<file path="config.mk">
export PLATFORM = sky130hd
export DESIGN_NAME = cpts_core
export DESIGN_NICKNAME = d
export VERILOG_FILES = /design/src/pkg/cpts_pkg.sv /design/src/rtl/cpts_sync.sv /design/src/rtl/cpts_timer.sv /design/src/rtl/cpts_core.sv
export VERILOG_INCLUDE_DIRS = /design/src /design/src/pkg
export SDC_FILE = /design/constraint.sdc
export NUM_CORES = 1
export LEC_CHECK = 0
export BUFFER_PORTS_ARGS = -buffer_cell sky130_fd_sc_hd__buf_2
export CAP_MARGIN = 10
export CORE_MARGIN = 8
export CORE_UTILIZATION = 49
export DETAILED_ROUTE_END_ITERATION = 7
export PLACE_DENSITY_LB_ADDON = 0.15
export SETUP_SLACK_MARGIN = 0.3
export SLEW_MARGIN = 20
export SYNTH_ARGS = -nofsm -noshare
export SYNTH_HDL_FRONTEND = slang
export SYNTH_SLANG_ARGS = --single-unit
export TNS_END_PERCENT = 30
</file>
<file path="constraint.sdc">
create_clock -name ref_clk -period 1.85 [get_ports ref_clk]
set_clock_uncertainty 0.2 [all_clocks]
set_input_delay 0.0925 -clock ref_clk [delete_from_list [all_inputs] [get_ports ref_clk]]
set_output_delay 0.0925 -clock ref_clk [all_outputs]
set_load 0.02 [all_outputs]
</file>
<file path="src/pkg/cpts_defines.svh">
// register map, field positions and reset values of the pwm timing core
`ifndef CPTS_DEFINES_SVH
`define CPTS_DEFINES_SVH

`define CPTS_ADDR_CTRL 4'h0
`define CPTS_ADDR_COUNT 4'h4
`define CPTS_ADDR_STATUS 4'h8
`define CPTS_ADDR_LSB 2

`define CPTS_CTRL_MSB 7
`define CPTS_CTRL_SHUT 8
`define CPTS_COUNT_MSB 19
`define CPTS_STATUS_MSB 4

`define CPTS_CTRL_RST 8'h00
`define CPTS_COUNT_RST 20'h00000
`define CPTS_SHUT_RST 1'b0

`define CPTS_CNT_ZERO 4'h0
`define CPTS_CNT_ONE 4'h1
`define CPTS_SYNC_W 6

`endif

</file>
<file path="src/pkg/cpts_pkg.sv">
// types shared by the pwm timing core modules
package cpts_pkg;

	// software controls, laid out as ctrl bits 7:0
	typedef struct packed {
		logic [3:0] srcEnable;
		logic overrideLevelB;
		logic overrideLevelA;
		logic autoRestartEnable;
		logic generatorEnable;
	} cpts_ctrl_s;

	// interval counts, laid out as count bits 19:0
	typedef struct packed {
		logic [3:0] phaseDelayCount;
		logic [3:0] fallBlankCount;
		logic [3:0] riseBlankCount;
		logic [3:0] fallDeadbandCount;
		logic [3:0] riseDeadbandCount;
	} cpts_count_s;

	// readable state, laid out as status bits 4:0
	typedef struct packed {
		logic resumeWait;
		logic faultAny;
		logic shutOut;
		logic driveB;
		logic driveA;
	} cpts_status_s;

	typedef enum logic [1:0] {
		ST_OFF,
		ST_HOLD,
		ST_RUN
	} cpts_run_e;

endpackage : cpts_pkg

</file>
<file path="src/rtl/cpts_sync.sv">
// two-stage synchroniser for a group of asynchronous inputs
`timescale 1ns/1ps
module cpts_sync import cpts_pkg::*; #(
	parameter int W = 1
) (
	// clock and reset
	input wire logic ref_clk,
	input wire logic rst_n,
	// level in and out
	input wire logic [W-1:0] asyncIn,
	output logic [W-1:0] syncOut
);

	genvar i;
	generate
		for (i = 0; i < W; i++) begin : g_bit
			logic stageOne_q;
			logic stageTwo_q;
			always_ff @(posedge ref_clk or negedge rst_n) begin
				if (!rst_n) begin
					stageOne_q <= 1'b0;
					stageTwo_q <= 1'b0;
				end else begin
					stageOne_q <= asyncIn[i];
					stageTwo_q <= stageOne_q;
				end
			end
			assign syncOut[i] = stageTwo_q;
		end
	endgenerate

endmodule : cpts_sync

</file>
<file path="src/rtl/cpts_timer.sv">
// 4-bit interval counter for blanking, phase delay and dead band
`timescale 1ns/1ps
`include "cpts_defines.svh"
module cpts_timer import cpts_pkg::*; (
	// clock and reset
	input wire logic ref_clk,
	input wire logic rst_n,
	// control
	input wire logic start,
	input wire logic cancel,
	input wire logic [3:0] count,
	// state
	output logic busy,
	output logic done
);

	logic run_q;
	logic run_d;
	logic [3:0] cnt_q;
	logic [3:0] cnt_d;
	wire zeroCount = (count == `CPTS_CNT_ZERO);
	wire expire = run_q && (cnt_q == count);

	// zero count passes the start straight through
	assign done = (start && zeroCount) || (expire && !cancel);
	assign busy = run_q;

	// restart wins over expiry, so a new event re-times in full
	assign run_d = (start && !zeroCount) ? 1'b1 :
		(cancel || expire) ? 1'b0 : run_q;
	assign cnt_d = start ? `CPTS_CNT_ONE :
		run_q ? cnt_q + `CPTS_CNT_ONE : cnt_q;

	always_ff @(posedge ref_clk or negedge rst_n) begin
		if (!rst_n) begin
			run_q <= 1'b0;
			cnt_q <= `CPTS_CNT_ZERO;
		end else begin
			run_q <= run_d;
			cnt_q <= cnt_d;
		end
	end

endmodule : cpts_timer

</file>
<file path="src/rtl/cpts_core.sv">
// complementary pwm timing core with dead band, blanking and shutdown
//
// Added by the designer: the address map and the Avalon-MM register port.
`timescale 1ns/1ps
`include "cpts_defines.svh"
module cpts_core import cpts_pkg::*; (
	// clock and reset
	input wire logic ref_clk,
	input wire logic rst_n,
	// avalon-mm register slave
	input wire logic [3:0] avs_address,
	input wire logic avs_read,
	input wire logic avs_write,
	input wire logic [31:0] avs_writedata,
	input wire logic [3:0] avs_byteenable,
	output logic [31:0] avs_readdata,
	output logic avs_waitrequest,
	// event inputs
	input wire logic riseEventIn,
	input wire logic fallEventIn,
	// shutdown sources
	input wire logic limitTimerOutput,
	input wire logic comparatorOneOutput_n,
	input wire logic comparatorTwoOutput_n,
	input wire logic faultInputPin_n,
	// drive outputs
	output logic driveOutA,
	output logic driveOutB,
	output logic shutdownActive
);

	cpts_ctrl_s ctrl_q;
	cpts_ctrl_s ctrl_d;
	cpts_count_s cnt_q;
	cpts_count_s cnt_d;
	cpts_status_s status;
	cpts_run_e state_q;
	cpts_run_e state_d;
	logic shutBit_q;
	logic shutBit_d;
	logic ack_q;
	logic [31:0] rdata_q;
	logic outA_q;
	logic outA_d;
	logic outB_q;
	logic outB_d;
	logic risePrev_q;
	logic fallPrev_q;
	logic [`CPTS_SYNC_W-1:0] syncIn;
	logic [`CPTS_SYNC_W-1:0] syncOut;

	// bus decode
	wire busReq = avs_read || avs_write;
	wire accept = busReq && ack_q;
	wire hitCtrl = (avs_address == `CPTS_ADDR_CTRL);
	wire hitCount = (avs_address == `CPTS_ADDR_COUNT);
	wire hitStatus = (avs_address == `CPTS_ADDR_STATUS);
	wire wrCtrl = accept && avs_write && hitCtrl;
	wire wrCount = accept && avs_write && hitCount;
	wire [31:0] beMask = {{8{avs_byteenable[3]}}, {8{avs_byteenable[2]}},
		{8{avs_byteenable[1]}}, {8{avs_byteenable[0]}}};
	wire [31:0] ctrlWord = {23'h000000, shutBit_q, ctrl_q};
	wire [31:0] countWord = {12'h000, cnt_q};
	wire [31:0] statusWord = {27'h0000000, status};
	wire [31:0] ctrlMerged = (ctrlWord & ~beMask) | (avs_writedata & beMask);
	wire [31:0] countMerged = (countWord & ~beMask) | (avs_writedata & beMask);
	wire [31:0] readMux = hitCtrl ? ctrlWord : hitCount ? countWord :
		hitStatus ? statusWord : 32'h00000000;

	// one wait cycle per access; unmapped reads give zero
	assign avs_waitrequest = busReq && !ack_q;
	assign avs_readdata = rdata_q;

	always_ff @(posedge ref_clk or negedge rst_n) begin
		if (!rst_n) begin
			ack_q <= 1'b0;
			rdata_q <= 32'h00000000;
		end else begin
			ack_q <= busReq && !ack_q;
			rdata_q <= (avs_read && !ack_q) ? readMux : rdata_q;
		end
	end

	assign ctrl_d = wrCtrl ? ctrlMerged[`CPTS_CTRL_MSB:0] : ctrl_q;
	assign cnt_d = wrCount ? countMerged[`CPTS_COUNT_MSB:0] : cnt_q;

	always_ff @(posedge ref_clk or negedge rst_n) begin
		if (!rst_n) begin
			ctrl_q <= `CPTS_CTRL_RST;
			cnt_q <= `CPTS_COUNT_RST;
		end else begin
			ctrl_q <= ctrl_d;
			cnt_q <= cnt_d;
		end
	end

	// fault sources turned active high before synchronising
	wire [3:0] rawFault = {limitTimerOutput, ~comparatorTwoOutput_n,
		~comparatorOneOutput_n, ~faultInputPin_n};
	assign syncIn = {riseEventIn, fallEventIn, rawFault};

	cpts_sync #(
		.W(`CPTS_SYNC_W)
	) u_sync (
		.ref_clk(ref_clk),
		.rst_n(rst_n),
		.asyncIn(syncIn),
		.syncOut(syncOut)
	);

	wire riseLevel = syncOut[5];
	wire fallLevel = syncOut[4];
	wire [3:0] faultSync = syncOut[3:0];

	always_ff @(posedge ref_clk or negedge rst_n) begin
		if (!rst_n) begin
			risePrev_q <= 1'b0;
			fallPrev_q <= 1'b0;
		end else begin
			risePrev_q <= riseLevel;
			fallPrev_q <= fallLevel;
		end
	end

	// selected sources; the raw path skips the synchroniser on purpose
	wire faultAny = |(faultSync & ctrl_q.srcEnable);
	wire faultRaw = |(rawFault & ctrl_q.srcEnable);

	// blanking stage
	wire riseBlankBusy;
	wire fallBlankBusy;
	wire riseEdge = riseLevel && !risePrev_q;
	wire fallEdge = !fallLevel && fallPrev_q;
	wire riseIn = riseEdge && !fallBlankBusy;
	wire fallIn = fallEdge && !riseBlankBusy;

	// phase delay stage
	wire riseEvt;
	wire fallEvt = fallIn;
	wire riseDbDone;
	wire fallDbDone;
	wire riseDbBusy;
	wire phaseBusy;

	cpts_timer u_phase (
		.ref_clk(ref_clk),
		.rst_n(rst_n),
		.start(riseIn),
		.cancel(1'b0),
		.count(cnt_q.phaseDelayCount),
		.busy(phaseBusy),
		.done(riseEvt)
	);

	cpts_timer u_rise_blank (
		.ref_clk(ref_clk),
		.rst_n(rst_n),
		.start(riseEvt),
		.cancel(1'b0),
		.count(cnt_q.riseBlankCount),
		.busy(riseBlankBusy),
		.done()
	);

	cpts_timer u_fall_blank (
		.ref_clk(ref_clk),
		.rst_n(rst_n),
		.start(fallEvt),
		.cancel(1'b0),
		.count(cnt_q.fallBlankCount),
		.busy(fallBlankBusy),
		.done()
	);

	// an opposite event aborts the running dead band
	cpts_timer u_rise_db (
		.ref_clk(ref_clk),
		.rst_n(rst_n),
		.start(riseEvt),
		.cancel(fallEvt),
		.count(cnt_q.riseDeadbandCount),
		.busy(riseDbBusy),
		.done(riseDbDone)
	);

	cpts_timer u_fall_db (
		.ref_clk(ref_clk),
		.rst_n(rst_n),
		.start(fallEvt),
		.cancel(riseEvt),
		.count(cnt_q.fallDeadbandCount),
		.busy(),
		.done(fallDbDone)
	);

	// shutdown bit: hardware set wins over any clear
	wire swSet = wrCtrl && ctrlMerged[`CPTS_CTRL_SHUT];
	wire swClr = wrCtrl && !ctrlMerged[`CPTS_CTRL_SHUT];
	wire autoClr = ctrl_q.autoRestartEnable && !faultAny;
	assign shutBit_d = (swSet || faultAny) ? 1'b1 :
		(swClr || autoClr) ? 1'b0 : shutBit_q;

	always_ff @(posedge ref_clk or negedge rst_n) begin
		if (!rst_n) begin
			shutBit_q <= `CPTS_SHUT_RST;
		end else begin
			shutBit_q <= shutBit_d;
		end
	end

	// run state: off, held in shutdown, or running
	wire resumeOk = riseEvt && !shutBit_q && !faultAny;
	wire goHold = shutBit_q || faultAny;

	always_comb begin
		state_d = state_q;
		case (state_q)
			ST_OFF: begin
				if (ctrl_q.generatorEnable) begin
					state_d = ST_HOLD;
				end
			end
			ST_HOLD: begin
				if (!ctrl_q.generatorEnable) begin
					state_d = ST_OFF;
				end else if (resumeOk) begin
					state_d = ST_RUN;
				end
			end
			ST_RUN: begin
				if (!ctrl_q.generatorEnable) begin
					state_d = ST_OFF;
				end else if (goHold) begin
					state_d = ST_HOLD;
				end
			end
			default: begin
				state_d = ST_OFF;
			end
		endcase
	end

	always_ff @(posedge ref_clk or negedge rst_n) begin
		if (!rst_n) begin
			state_q <= ST_OFF;
		end else begin
			state_q <= state_d;
		end
	end

	// drive latches: the turn-off of one side always wins the cycle
	wire running = (state_q == ST_RUN) && !goHold;
	wire enterRun = (state_q == ST_HOLD) && resumeOk;
	wire active = running || enterRun;
	wire tripped = (state_q == ST_RUN) && goHold;

	always_comb begin
		outA_d = outA_q;
		outB_d = outB_q;
		if (state_q == ST_OFF) begin
			outA_d = 1'b0;
			outB_d = 1'b1;
		end else if (tripped) begin
			outA_d = 1'b0;
			outB_d = 1'b0;
		end else if (active) begin
			if (fallEvt) begin
				outA_d = 1'b0;
			end else if (riseDbDone) begin
				outA_d = 1'b1;
			end
			if (riseEvt) begin
				outB_d = 1'b0;
			end else if (fallDbDone) begin
				outB_d = 1'b1;
			end
		end
	end

	always_ff @(posedge ref_clk or negedge rst_n) begin
		if (!rst_n) begin
			outA_q <= 1'b0;
			outB_q <= 1'b1;
		end else begin
			outA_q <= outA_d;
			outB_q <= outB_d;
		end
	end

	// override levels replace the latched drive and act even before sync
	wire shutOut = (state_q != ST_RUN) || faultRaw;
	assign driveOutA = shutOut ? ctrl_q.overrideLevelA : outA_q;
	assign driveOutB = shutOut ? ctrl_q.overrideLevelB : outB_q;
	assign shutdownActive = shutOut;

	assign status.driveA = driveOutA;
	assign status.driveB = driveOutB;
	assign status.shutOut = shutOut;
	assign status.faultAny = faultAny;
	assign status.resumeWait = (state_q == ST_HOLD);

	property p_fall_blank;
		@(posedge ref_clk) disable iff (!rst_n)
		fallBlankBusy |-> !riseIn && (phaseBusy || !riseEvt);
	endproperty
	a_fall_blank: assert property (p_fall_blank)
		else $error("rise input passed during fall blanking");

	property p_rise_blank;
		@(posedge ref_clk) disable iff (!rst_n)
		riseBlankBusy |-> !fallIn;
	endproperty
	a_rise_blank: assert property (p_rise_blank)
		else $error("fall input passed during rise blanking");

	property p_phase_zero;
		@(posedge ref_clk) disable iff (!rst_n)
		(riseIn && cnt_q.phaseDelayCount == 4'h0) |-> riseEvt;
	endproperty
	a_phase_zero: assert property (p_phase_zero)
		else $error("zero phase delay did not pass rise event");

	property p_phase_two;
		@(posedge ref_clk) disable iff (!rst_n)
		(riseIn && cnt_q.phaseDelayCount == 4'h2 && !wrCount)
			##1 (!riseIn && !wrCount) |=> riseEvt;
	endproperty
	a_phase_two: assert property (p_phase_two)
		else $error("phase delay of two cycles missed");

	property p_rise_db_zero;
		@(posedge ref_clk) disable iff (!rst_n)
		(running && riseEvt && !fallEvt
			&& cnt_q.riseDeadbandCount == 4'h0) |=> outA_q && !outB_q;
	endproperty
	a_rise_db_zero: assert property (p_rise_db_zero)
		else $error("zero rise dead band did not turn A on");

	property p_fall_clears_a;
		@(posedge ref_clk) disable iff (!rst_n)
		(active && fallEvt) |=> !outA_q && ($past(riseEvt) || !riseDbBusy);
	endproperty
	a_fall_clears_a: assert property (p_fall_clears_a)
		else $error("fall event left output A on");

	property p_shut_levels;
		@(posedge ref_clk) disable iff (!rst_n)
		(shutOut || $past(shutBit_q)) |-> shutdownActive
			&& (driveOutA == ctrl_q.overrideLevelA)
			&& (driveOutB == ctrl_q.overrideLevelB);
	endproperty
	a_shut_levels: assert property (p_shut_levels)
		else $error("override levels not driven in shutdown");

	property p_fault_holds;
		@(posedge ref_clk) disable iff (!rst_n)
		faultAny |=> shutBit_q && (state_q != ST_RUN);
	endproperty
	a_fault_holds: assert property (p_fault_holds)
		else $error("shutdown cleared while fault persists");

	property p_auto_clear;
		@(posedge ref_clk) disable iff (!rst_n)
		(shutBit_q && ctrl_q.autoRestartEnable && !faultAny && !swSet)
			|=> !shutBit_q;
	endproperty
	a_auto_clear: assert property (p_auto_clear)
		else $error("auto restart did not clear shutdown bit");

	property p_enable_start;
		@(posedge ref_clk) disable iff (!rst_n)
		(state_q == ST_OFF) |=> !outA_q && outB_q;
	endproperty
	a_enable_start: assert property (p_enable_start)
		else $error("latches not A low, B high while off");

endmodule : cpts_core

</file>
==> results of run 1 <==
==> metrics by stage <==
| step | std cells | area [sq um] | power, uW | setup WS [ns] | utilization |
|---|---|---|---|---|---|
| 2_1_floorplan | 396 | 4340 | 3860 | -0.127 | - |
| 3_3_place_gp | 583 | 5020 | 4460 | -0.299 | 0.584 |
| 3_5_place_dp | 583 | 5020 | 4540 | -0.361 | 0.584 |
| 4_1_cts | 637 | 5730 | 6160 | -0.295 | 0.666 |
| 5_1_grt | 641 | 5790 | 6530 | -0.328 | 0.673 |
| 6_report | 641 | 5790 | 6140 | -0.254 | 0.673 |
==> per-layer routing <==
layer	wire (um)	vias up	GRT usage
li1	-	1596	-
met1	4400	1582	0.218
met2	5240	73	0.320
met3	551	13	0.0337
met4	149	0	0.0694
met5	0	-	0
==> power by group through the flow <==
stage | combinational (uW) | sequential [uW] | clock (uW)
floorplan | 1110 | 2750 | 0
CTS | 1970 | 2780 | 1410
finish | 2000 | 2770 | 1370
detailed placement | 1730 | 2810 | 0
global placement | 1670 | 2790 | 0
global route | 2220 | 2820 | 1490
==> final timing paths <==
check / to / slack, ns / depth (start not counted)
max: driveOutA / -0.25 / 5
min: u_sync.g_bit[5].stageOne_q / -0.03 / 2
max reg2reg: outA_q / -0.25 / 6
min reg2reg: u_sync.g_bit[4].stageTwo_q / 0.15 / 0
max in group asynchronous: risePrev_q / 0.86 / 3
min in group ref_clk: shutBit_q / 0.02 / 4
==> area by class of cell <==
class	instances	area, sq um	area share
Clock buffer	10	138	0.0238
Clock inverter	5	60.1	0.0104
Inverter	7	28.8	0.00497
Multi-Input combinational cell	266	1930	0.334
Sequential cell	93	2330	0.403
Tap cell	108	135	0.0234
Timing Repair Buffer	152	1160	0.201
==> cells by family after synthesis <==
group | synth area share
and+or+nand+nor | 0.132
DFF | 0.546
AOI/OAI and AO/OA | 0.0968
buffers and inverters | 0.0470
xor gates and xnor gates | 0.0719
muxes | 0.0907
adders and majority gates | 0.0147
other | 0.000879
==> timing repair <==
action / in CTS / in global routing
setup buffers: 8 / 4
endpoints found under the setup margin: 39 / 23
hold buffers: 31 / 0
endpoints found under the hold margin: 129 / 0
gates resized for setup: 38 / 5
pin swaps: 24 / 13
==> synthesized netlist by cell type, drive strengths merged (7+ instances only) <==
cell type,count,area share
nor2,30,0.030
clkbuf,11,0.0097
xnor2,7,0.014
xor2,28,0.058
mux2,29,0.077
o21ai,21,0.025
buf,19,0.031
dfrtp,92,0.54
inv,7,0.0062
nand2,50,0.044
a21oi,10,0.012
==> impl_metrics.yaml, run 1 <==
timing:
  rsz0062_at_grt: "yes"
  setup_viol: 15
  slew_headroom: 0.600
  fin_ws_ns: -0.254
  fin_crit_sh: 1.14
  worstMarginPinSlew_ns: 0.595
  timing.fmax_mhz: 475
  final_max_slew_viol_count: 0
  hold_viol_final: 21
  setup_tns_ns: -2.01
  hold_slack_ns: -0.0301
  period_minus_slack_ns: 2.10
clock_network:
  numClockSinks: 93
  cts_tree: "built"
  ctsHtreeMaxLevel: 3
  clkTransAtPathRegs_ns: 0.09
  cts_root_buffer: "clkbuf_8"
  clock_path_buffers: 2
  numCtsBuffers: 9
  clk_latency_ns: 0.35
outcome:
  violations: "hold timing, setup timing"
  status: "complete, but fails checks"
synthesis:
  synthArstFlopShare: 1.00
  syn_inst: 385
  netlist_area_sq_um: 4260
  synth_edf_count: 0
  synth_flop_cell: "dfrtp_1"
  ys_seq_area_frac: 0.546
  ys_ff_latch: 93
  synth.distinct_cells: 45
  syn_area_per_cell_sq_um: 11.1
  yosysWarnings: 0
worst_setup_path:
  cp-end-kind: "output pin"
  crit_family: "compound AO/OA/AOI/OAI gates"
  crit_type: "flip-flop to output pin"
  cp_max_fo: 3
  start_kind: "flip-flop"
  cp_num_buf_inv: 1
  crit_path_max_incr_delay_ns: 0.46
  cp.arrival_ns: 1.81
  crit_chain: "nor2b_4, a2111o_1, o21ai_2, nand2_2, buf_6"
  cp.required_ns: 1.56
  slowest_stage: "a2111o_1"
floorplan:
  die_area_sq_um: 11900
  die-width_um: 109
  initial_core_util: 0.496
  rows: 34
  fp.dieH_um: 109
  ioPinCount: 86
  coreArea_sq_um: 8590
routing:
  drc: 0
  wl_per_cell_um: 16.1
  detail-route-antenna-nets: 0
  drt-pass1-iter-count: 4
  vias: 3264
  drtIter0Drc: 99
  via_per_inst: 5.09
  wl_mm: 10.3
final_layout:
  layout-drive-gt1-share: 0.366
  syn_to_final_growth_pct: 35.7
  final_cell_mix: "91 x dfrtp_1, 56 x buf_2, 52 x buf_4"
  fill_cells: 658
  fin_nets: 584
  final_common_cell: "dfrtp_1"
  diodes: 0
global_route:
  grt_pass1_wl_mm: 17.1
  track_usage: 0.183
  first_global_vias: 3482
  overflow: 0
  grt_max_degree: 41
  antenna_found_initial: 0
pwr:
  p_sw_uw: 2020
  p_sw_frac: 0.329
  worst_ir_drop_vdd_mv: 0.808
  internal_power_uw: 4120
  pwr-share-clk: 0.224
  pwr-share-comb: 0.325
  power_frac_seq: 0.451
  p_leak_uw: 0.00283
  power.density_nw_per_um2: 1060
worst_hold_path:
  hp-class: "primary input to async pin"
place:
  io_buffers: 60
  dpl.hpwl_mm: 7.35
  routabilityCongestion: 0.848
flow_run:
  cap_violations: 0
(Power assumes the default switching activity.)
==> run 2, diff against run 1 <==
--- a/config.mk
+++ b/config.mk
@@ -6,11 +6,14 @@
 export SDC_FILE = /design/constraint.sdc
 export NUM_CORES = 1
 export LEC_CHECK = 0
+export ABC_AREA = 1
 export BUFFER_PORTS_ARGS = -buffer_cell sky130_fd_sc_hd__buf_2
 export CAP_MARGIN = 10
 export CORE_MARGIN = 8
-export CORE_UTILIZATION = 49
+export CORE_UTILIZATION = 50
+export CTS_CLUSTER_DIAMETER = 50
 export DETAILED_ROUTE_END_ITERATION = 7
+export GPL_ROUTABILITY_DRIVEN = 0
 export PLACE_DENSITY_LB_ADDON = 0.15
 export SETUP_SLACK_MARGIN = 0.3
 export SLEW_MARGIN = 20
==> run 2 against run 1 <==
Against the previous run:
- the run now ends clean
- first-iteration DRC count grew 76%
- die area grew 2.9%
- area after synthesis grew 5.5%
- worst setup slack gained 0.27 ns
- design area grew 3.3%
==> impl_metrics.yaml, run 2 <==
routing:
  wl_mm: 11.3
  drtIter0Drc: 174
  drc: 0
  drt-pass1-iter-count: 4
  wl_per_cell_um: 15.1
  vias: 3774
  detail-route-antenna-nets: 0
  via_per_inst: 5.06
final_layout:
  final_area_sq_um: 5980
  final_cell_mix: "113 x nand2_1, 89 x dfrtp_1, 57 x buf_2"
  final_common_cell: "nand2_1"
  diodes: 0
  syn_to_final_growth_pct: 32.8
  layout-drive-gt1-share: 0.328
  fin_nets: 688
flow_run:
  cap_violations: 0
synthesis:
  yosys.area.top_type: "dfrtp_1"
  synth_edf_count: 0
  synth_flop_cell: "dfrtp_1"
  synth_top_cells_by_count: "132 x nand2_1, 92 x dfrtp_1, 60 x inv_1"
  synthArstFlopShare: 1.00
  synth_top_cells_by_area: "dfrtp_1 51%, nand2_1 11%, inv_1 5.0%"
  syn_inst: 504
  yosysWarnings: 0
  syn_area_per_cell_sq_um: 8.93
  synth_most_common_cell: "nand2_1"
  synth.distinct_cells: 43
  netlist_area_sq_um: 4500
  ys_ff_latch: 93
  synth_top_area_frac: 0.512
  ys_seq_area_frac: 0.518
pwr:
  power.density_nw_per_um2: 1050
  worst_ir_drop_vdd_mv: 0.575
  p_sw_uw: 2230
  internal_power_uw: 4060
  p_sw_frac: 0.355
  pwr-share-clk: 0.240
  pwr-share-comb: 0.306
  power_frac_seq: 0.454
  p_leak_uw: 0.00301
outcome:
  status: "complete, no violations"
floorplan:
  coreArea_sq_um: 8720
  rows: 34
  die_area_sq_um: 12300
  initial_core_util: 0.516
  die-width_um: 111
  fp.dieH_um: 111
  ioPinCount: 86
timing:
  fin_crit_sh: 0.994
  rsz0062_at_grt: "yes"
  setup_tns_ns: 0
  timing.fmax_mhz: 544
  period_minus_slack_ns: 1.84
  setup_viol: 0
  worstMarginPinSlew_ns: 0.614
  hold_viol_final: 0
  final_max_slew_viol_count: 0
  slew_headroom: 0.590
clock_network:
  ctsHtreeMaxLevel: 3
  numClockSinks: 93
  clk_latency_ns: 0.36
  cts_tree: "built"
  numCtsBuffers: 9
  clock_path_buffers: 2
  clkTransAtPathRegs_ns: 0.11
  cts_root_buffer: "clkbuf_8"
worst_setup_path:
  start_kind: "flip-flop"
  cp.arrival_ns: 1.55
  r2r_slack_ns: 0.20
  cp.required_ns: 1.56
  crit_type: "flip-flop to output pin"
  cp_max_fo: 6
  cp-end-kind: "output pin"
worst_hold_path:
  hp-class: "primary input to flip-flop"
global_route:
  grt_max_degree: 58
  grt_pass1_wl_mm: 18.5
  antenna_found_initial: 0
  track_usage: 0.180
  first_global_vias: 3843
  overflow: 0
place:
  io_buffers: 60
  dpl.hpwl_mm: 7.45
  place_area_sq_um: 4890
[run 2: final cells by class]
type	instances	area [sq um]
clock buffers	9	124
clock inverters	7	97.6
well taps	108	135
inverters	66	259
repair buffers	129	976
multi-input cells	334	2050
fillers	677	2750
flip-flops and latches	93	2330
[run 2: kinds of logic (layout without fill, tap and decap cells)]
| group | after synthesis | in the layout | share of synthesized area |
|---|---|---|---|
| xor+xnor | 11 | 11 | 0.0214 |
| mux | 7 | 7 | 0.0234 |
| simple gates | 211 | 211 | 0.223 |
| fa+ha+maj | 5 | 5 | 0.0139 |
| buf+inv | 88 | 211 | 0.0876 |
| other cells | 1 | 12 | 0.000833 |
| compound gates | 88 | 88 | 0.113 |
| flops | 93 | 93 | 0.518 |
[run 2: worst paths after layout]
| kind | from | endpoint | cells past startpoint |
|---|---|---|---|
| setup / recovery | state_q[0] | driveOutB | 7 |
| hold / removal | avs_write | shutBit_q | 5 |
| setup reg to reg | flip-flop | outA_q | 12 |
| hold reg to reg | u_sync.g_bit[1].stageOne_q | u_sync.g_bit[1].stageTwo_q | 0 |
| max in group asynchronous | rst_n | u_phase.cnt_q[0] | 3 |
| min in group asynchronous | rst_n | async pin | 3 |
[run 2: worst max-delay path, stage by stage, from the launching register on]
cell and delay (ns):
dfrtp_1 0.43, nor2_4 0.12, nand3_2 0.09, nor2_4 0.20, nand2_2 0.08, o21ai_2 0.08, inv_1 0.07, buf_6 0.13
[run 2: stage by stage]
step                total power, uW  utilization  worst slack [ns]  hold WS (ns)  cells
finish                         6290        0.685            0.0120       0.00643    746
global route                   6700        0.685           -0.0780        0.0235    746
CTS                            6100        0.656           0.00318        0.0396    739
detailed placement             4370        0.561             0.160        -0.157    667
global placement               4310        0.561             0.191        -0.158    667
floorplan                      3950            -             0.372        -0.403    515
[run 2: routing by layer]
layer  up-vias  wire (um)  global-route usage
met5         -          0                   0
met4         0        260              0.0559
met3        21        518              0.0471
met2       103       5600               0.303
met1      1796       4900               0.221
li1       1854          -                   -
[run 2: what timing repair did]
item,4_1_cts,5_1_grt
endpoints found under the setup margin,27,85
pin swaps,11,41
gates cloned,0,0
setup buffers,18,7
endpoints found under the hold margin,132,0
gates resized for setup,27,69
hold buffers,38,0
[run 2: power by group through the flow]
stage          logic [uW]  registers [uW]  clock network, uW
5_1_grt              2170            2920               1610
4_1_cts              1700            2840               1560
6_report             1920            2860               1510
3_5_place_dp         1480            2880                  0
2_1_floorplan        1190            2760                  0
3_3_place_gp         1440            2870                  0
